[src/dner_params.svh]
`ifndef DNER_PARAMS_SVH
`define DNER_PARAMS_SVH

`define DNER_BANK_WIDTH  9
`define DNER_BANK_COUNT  2
`define DNER_CLEAR_VALUE 9'h000

`endif

[src/dner_pkg.sv]
`include "dner_params.svh"

package dner_pkg;

    typedef logic [`DNER_BANK_WIDTH-1:0] dner_word_t;

    // control pins of one bank, all sampled by the three-stage synchroniser
    typedef struct packed
    {
        logic bank_clock;
        logic bank_clock_enable_n;
        logic bank_clear_n;
        logic bank_output_enable_n;
    } dner_ctrl_s;

    // three-state output group of one bank
    typedef struct packed
    {
        dner_word_t bank_data_out;
        dner_word_t bank_data_oe;
    } dner_drive_s;

endpackage

[src/dner_bank.sv]
`timescale 1ns/100ps
`include "dner_params.svh"

module dner_bank
    import dner_pkg::*;
#(
    parameter int WIDTH = `DNER_BANK_WIDTH
)
(
    input  wire logic              sys_clk,
    input  wire logic              rst,
    input  wire dner_pkg::dner_ctrl_s ctrl,
    input  wire logic [WIDTH-1:0]  bank_data_in,
    output dner_pkg::dner_drive_s  drive
);
    import dner_pkg::*;

    ////////////////////////////////////////////////////////////////////////////
    // three-flop synchronisers on pins
    dner_ctrl_s       ctrl_s1;
    dner_ctrl_s       ctrl_s2;
    dner_ctrl_s       ctrl_s3;
    dner_ctrl_s       ctrl_q;
    logic [WIDTH-1:0] data_s1;
    logic [WIDTH-1:0] data_s2;
    logic [WIDTH-1:0] data_s3;
    dner_ctrl_s       next_ctrl_q;

    // agreement filter: a change counts once stages two and three match
    function automatic logic agree(input logic a, input logic b, input logic old);
        agree = (a == b) ? b : old;
    endfunction

    always_comb
    begin
        next_ctrl_q.bank_clock           = agree(ctrl_s2.bank_clock, ctrl_s3.bank_clock, ctrl_q.bank_clock);
        next_ctrl_q.bank_clock_enable_n  = agree(ctrl_s2.bank_clock_enable_n, ctrl_s3.bank_clock_enable_n,
                                                 ctrl_q.bank_clock_enable_n);
        next_ctrl_q.bank_clear_n         = agree(ctrl_s2.bank_clear_n, ctrl_s3.bank_clear_n, ctrl_q.bank_clear_n);
        next_ctrl_q.bank_output_enable_n = agree(ctrl_s2.bank_output_enable_n, ctrl_s3.bank_output_enable_n,
                                                 ctrl_q.bank_output_enable_n);
    end

    // power-up: clock high so no false edge, clear inactive, outputs off
    always_ff @(posedge sys_clk or posedge rst)
    begin
        if (rst)
        begin
            ctrl_s1 <= '{1'b1, 1'b1, 1'b1, 1'b1};
            ctrl_s2 <= '{1'b1, 1'b1, 1'b1, 1'b1};
            ctrl_s3 <= '{1'b1, 1'b1, 1'b1, 1'b1};
            ctrl_q  <= '{1'b1, 1'b1, 1'b1, 1'b1};
            data_s1 <= '0;
            data_s2 <= '0;
            data_s3 <= '0;
        end
        else
        begin
            ctrl_s1 <= ctrl;
            ctrl_s2 <= ctrl_s1;
            ctrl_s3 <= ctrl_s2;
            ctrl_q  <= next_ctrl_q;
            data_s1 <= bank_data_in;
            data_s2 <= data_s1;
            data_s3 <= data_s2;
        end
    end

    ////////////////////////////////////////////////////////////////////////////
    // storage flops
    logic             clk_rise;
    logic [WIDTH-1:0] store;
    logic [WIDTH-1:0] next_store;

    // data taken from stage three, which lines up with the clock edge decision after one
    // cycle of filtering; data must be stable around the edge as on the pin
    assign clk_rise = next_ctrl_q.bank_clock && !ctrl_q.bank_clock;

    always_comb
    begin
        next_store = store;
        if (!next_ctrl_q.bank_clear_n)
            next_store = WIDTH'(`DNER_CLEAR_VALUE);
        else if (clk_rise && !next_ctrl_q.bank_clock_enable_n)
            next_store = data_s3;
        // enable high: contents held whatever the clock does
        // output enable takes no part in loading or clearing
    end

    always_ff @(posedge sys_clk or posedge rst)
    begin
        if (rst)
            store <= WIDTH'(`DNER_CLEAR_VALUE);
        else
            store <= next_store;
    end

    ////////////////////////////////////////////////////////////////////////////
    // three-state drivers
    logic [WIDTH-1:0] oe;
    logic [WIDTH-1:0] next_oe;

    always_comb
    begin
        next_oe = next_ctrl_q.bank_output_enable_n ? '0 : '1;
    end

    always_ff @(posedge sys_clk or posedge rst)
    begin
        if (rst)
            oe <= '0;
        else
            oe <= next_oe;
    end

    assign drive.bank_data_out = store;
    assign drive.bank_data_oe  = oe;
endmodule

[src/dner_top.sv]
`timescale 1ns/100ps
`include "dner_params.svh"

// Overview of operation
// - two independent nine-bit banks; tying controls together gives one eighteen-bit register
// - enable low, clear inactive: each flop loads its input on clock rise
// - enable high, clear inactive: contents held whatever clock and data do
// - clear low forces all nine flops of the bank to zero at once
// - output enable high puts all nine bank outputs in high impedance
// - output enable gates drivers only; loading, holding, clearing unaffected
// - output enable low: each output drives its flop value
module dner_top
    import dner_pkg::*;
#(
    parameter int WIDTH = `DNER_BANK_WIDTH,
    parameter int BANKS = `DNER_BANK_COUNT
)
(
    input  wire logic                    sys_clk,
    input  wire logic                    rst,
    input  wire logic [BANKS-1:0]        bank_clock,
    input  wire logic [BANKS-1:0]        bank_clock_enable_n,
    input  wire logic [BANKS-1:0]        bank_clear_n,
    input  wire logic [BANKS-1:0]        bank_output_enable_n,
    input  wire logic [BANKS*WIDTH-1:0]  bank_data_in,
    output logic [BANKS*WIDTH-1:0]       bank_data_out,
    output logic [BANKS*WIDTH-1:0]       bank_data_oe
);
    import dner_pkg::*;

    ////////////////////////////////////////////////////////////////////////////
    // one independent instance per bank
    for (genvar b = 0; b < BANKS; b++)
    begin : g_bank
        dner_ctrl_s  ctrl;
        dner_drive_s drive;

        assign ctrl = '{bank_clock[b], bank_clock_enable_n[b], bank_clear_n[b], bank_output_enable_n[b]};

        dner_bank #(.WIDTH(WIDTH)) u_bank
        (
            .sys_clk      (sys_clk),
            .rst          (rst),
            .ctrl         (ctrl),
            .bank_data_in (bank_data_in[b*WIDTH +: WIDTH]),
            .drive        (drive)
        );

        assign bank_data_out[b*WIDTH +: WIDTH] = drive.bank_data_out;
        assign bank_data_oe[b*WIDTH +: WIDTH]  = drive.bank_data_oe;
    end
endmodule

[config.mk]
export PLATFORM = sky130hd
export DESIGN_NAME = dner_top
export DESIGN_NICKNAME = d
export VERILOG_FILES = /design/src/dner_pkg.sv /design/src/dner_bank.sv /design/src/dner_top.sv
export VERILOG_INCLUDE_DIRS = /design/src
export SDC_FILE = /design/constraint.sdc
export NUM_CORES = 1
export LEC_CHECK = 0
export BUFFER_PORTS_ARGS = -buffer_cell sky130_fd_sc_hd__buf_2
export CAP_MARGIN = 5
export CORE_MARGIN = 1
export CORE_UTILIZATION = 52
export CTS_CLUSTER_SIZE = 24
export DETAILED_ROUTE_END_ITERATION = 16
export PLACE_DENSITY_LB_ADDON = 0.2
export SYNTH_ARGS = -nofsm -noshare
export SYNTH_HDL_FRONTEND = slang
export SYNTH_SLANG_ARGS = --single-unit
export TNS_END_PERCENT = 5
[constraint.sdc]
create_clock -name sys_clk -period 9.35 [get_ports sys_clk]
set_input_delay 1.87 -clock sys_clk [delete_from_list [all_inputs] [get_ports sys_clk]]
set_output_delay 1.87 -clock sys_clk [all_outputs]
set_load 0.03 [all_outputs]
**Word-level counts from Yosys, hierarchy flattened**

Cells that the tools add are included.
Widths: inputs -> output; s select.

- Input bits: 28
- Output and inout port bits: 36
- Word-level logic and storage cells: 74
- Flip-flop bits (word level): 122

- Reduce and logical (&&, ||, !) cells: 8
- Equal/unequal tests: 10
- Multiplexer cells: 14

Operators with widths:

| kind | number |
|---|---|
| $mux 9 | 6 |
| $eq 1x1->1 | 8 |
| $mux 1 | 8 |
| $logic_and 1x1->1 | 4 |
| $logic_not 1->1 | 4 |
| $ne 2x2->1 const B | 2 |

**Depth between registers and ports, before layout**

- Word-level depth: 6
- Gate-level depth with buffers: 4
- Gate-level depth less buffers: 3

**Hierarchy**

Synthesis repeated with hierarchy kept, for this count alone.

- Cell total of the unflattened synthesis: 198
- Area total of the unflattened synthesis: 3,293.2 µm²

By module, submodules not included:

| module | cells each | area each (µm²) | sequential area each (µm²) | instances |
|---|---|---|---|---|
| dner_bank | 99 | 1,646.6 | 1,346.3 | 2 |

**Worst setup path after synthesis**

No wires, ideal clock.

- Path type: reg-to-output
- Start point: register g_bank[1].u_bank.oe[7] (netlist name)
- End point: output bank_data_oe[10]
- Arrival: 0.831 ns
- Required time: 7.480 ns
- Path slack: 6.649 ns
- Cell stages (with the launch flop): 2
- Buffers on the path: 1
- Cell sequence: dfrtp_1 > buf_4

RTL lines:

| what | RTL line | source |
|---|---|---|
| end, declared | dner_top.sv:27 | `output logic [BANKS*WIDTH-1:0] bank_data_oe` |

==> impl_metrics.json <==
{
  "netlist.area_leader.share": 0.563,
  "cts_buffer_depth": 2,
  "cts_root_buffer": "clkbuf_8",
  "drt_iter0_drc": 54,
  "use_met1": 0.156,
  "cts.sinks": 106,
  "dpl.hpwl_mm": 2.53,
  "antenna_found_initial": 0,
  "htreeDepth": 3,
  "grt_pass1_wl_mm": 6.19,
  "vias": 1498,
  "yosysSeqAreaShare": 0.819,
  "cts_tree": "yes",
  "path_max_fanout": 9,
  "clock_skew_ns": 0.0134,
  "fmax_ghz": 0.345,
  "avgSynthCellArea_um2": 16.7,
  "final-setup-viol-count": 0,
  "die_w_um": 81.5,
  "n_fill_cell": 448,
  "grtUsageMet3": 0.0644,
  "cts_resized": 0,
  "fin_util": 0.622,
  "power.leakage_nw": 1.77,
  "crit_family": "flip-flops",
  "cp_data_arrival_time_ns": 1.03,
  "synth_top_area_cell": "dfrtp_1",
  "power_density_nw_per_um2": 219,
  "maxSlewHeadroom": 0.336,
  "path_cells": "buf_2",
  "rsz0062_at_grt": "no",
  "critPathSlowestCell": "dfrtp_1",
  "maxSlewViolCount": 0,
  "wirelength_mm": 3.92,
  "synthesis.area_um2": 3290,
  "use_met2": 0.210,
  "ys_types": 13,
  "start_util": 0.546,
  "grt-busiest-layer": "met2",
  "cts_setup_buffers": 0,
  "fp.dieH_um": 81.5,
  "yosys-top-cells-area": "dfrtp_1 56%, dfstp_2 26%, mux2i_1 5.5%",
  "die_area_um2": 6650,
  "diodes": 0,
  "required_ns": 7.48,
  "period_share": 0.310,
  "end_kind": "output pin",
  "setup.worst_path.start_class": "flop",
  "postRouteAntennaNets": 0,
  "std_cell_rows": 28,
  "core_um2": 6030,
  "hold_viol": 0,
  "routedWlPerCell_um": 11.8,
  "area_delta_synth_final_pct": 14.0,
  "ys_warn_count": 0,
  "critPathBufInv": 1,
  "drcViolationCount": 0,
  "regArea_um2": 2690,
  "final_common_cell": "dfrtp_1",
  "grt_start_max_net_pins": 89,
  "synthesis.instances": 197,
  "viasPerCell": 4.51,
  "first_pass_iters": 4,
  "synth_seq_cells": 106,
  "nets": 280,
  "grt_pass1_vias": 1373,
  "worst_pin_slew_ns": 0.997,
  "io_buffers": 63,
  "worstSkewPairLatency_ns": 0.36,
  "setup_tns_ns": 0,
  "multi_input_area_um2": 433,
  "period_minus_slack_ns": 2.90,
  "critPathKind": "reg -> out",
  "cap_violations": 0,
  "place_congestion": 0.699,
  "grt_usage": 0.135,
  "cts.hold.buffers_added": 0,
  "hold_ws_ns": 0.345,
  "peakVddDrop_uv": 144,
  "io_pins": 64,
  "syn_nets": 225,
  "numCtsBuffers": 9,
  "layout_common_cells": "74 x dfrtp_1, 63 x buf_2, 38 x nand2_1",
  "drive_above_1_share": 0.463,
  "cts.reportedPaths.clkPinSlew_ns": 0.10,
  "min_path_type": "reg -> reg",
  "critPathMaxStageDelay_ns": 0.45,
  "status": "finished clean",
  "grt-ovfl-total": 0
}
[path summary, 6_finish.rpt]
check                                                  from                     endpoint  slack (ns)  depth (start not counted)
worst max-delay path                 g_bank[0].u_bank.oe[7]              bank_data_oe[2]        6.45                          1
worst min-delay path            g_bank[1].u_bank.data_s1[0]  g_bank[1].u_bank.data_s2[0]        0.34                          0
worst max register to register   g_bank[0].u_bank.ctrl_q[2]    g_bank[0].u_bank.store[4]        7.54                          3
worst min register to register  g_bank[1].u_bank.data_s1[0]  g_bank[1].u_bank.data_s2[0]        0.34                          0
max in group asynchronous                               rst    g_bank[1].u_bank.store[7]        6.67                          3
min in group asynchronous                               rst  g_bank[0].u_bank.data_s3[4]        1.43                          2
[final cells by class]
type                    count  area share
flip-flops and latches    106       0.718
multi-input cells          68       0.115
repair buffers             64      0.0861
clock buffers               9      0.0330
well taps                  75      0.0250
clock inverters             7      0.0187
inverters                   3     0.00367
[stage by stage]
step | std cells | total power, mW | cell area, um2 | worst slack (ns)
floorplan | 197 | 0.560 | 3290 | 4.74
global placement | 316 | 0.570 | 3560 | 6.21
detailed placement | 316 | 0.572 | 3560 | 6.19
CTS | 332 | 0.836 | 3750 | 6.41
global route | 332 | 0.860 | 3750 | 6.33
finish | 332 | 0.821 | 3750 | 6.45
[power breakdown]
part / switching, mW / internal [mW] / leakage (nW)
clock network: 0.155 / 0.105 / 0.101
logic: 0.0450 / 0.0183 / 0.429
registers: 0.00962 / 0.489 / 1.24
total: 0.210 / 0.612 / 1.77
[registers in the layout, summed over array words and instances (netlist names)]
register	count
g_bank.u_bank.data_s1	18
g_bank.u_bank.store	18
g_bank.u_bank.ctrl_s1	8
g_bank.u_bank.ctrl_s3	8
g_bank.u_bank.ctrl_s2	8
g_bank.u_bank.ctrl_q	8
g_bank.u_bank.oe	2
g_bank.u_bank.data_s3	18
g_bank.u_bank.data_s2	18
[synth_stat cells]
cell     instances
a21o_1           2
buf_2            2
buf_4           16
buf_6            2
dfrtp_1         74
dfstp_2         32
inv_1            3
maj3_1           2
maj3_2           4
mux2i_1         18
nand2_1         38
nor3_2           2
o21ai_1          2
[metal layers]
metal | vias to the layer above | part of all wire
met5 | - | 0
met1 | 729 | 0.44
met2 | 46 | 0.49
met3 | 6 | 0.054
li1 | 717 | -
met4 | 0 | 0.019
[kinds of logic (layout without fill, tap and decap cells)]
logic type | count (synthesis) | count (layout) | synth area share
AO/OA/AOI/OAI | 4 | 4 | 0.00761
adder cells (fa/ha/maj) | 6 | 6 | 0.0198
multiplexers | 18 | 18 | 0.0548
AND/OR/NAND/NOR | 40 | 40 | 0.0494
flip-flops | 106 | 106 | 0.819
buffers and inverters | 23 | 83 | 0.0498
Note: power is estimated with default switching activity, not from simulation.
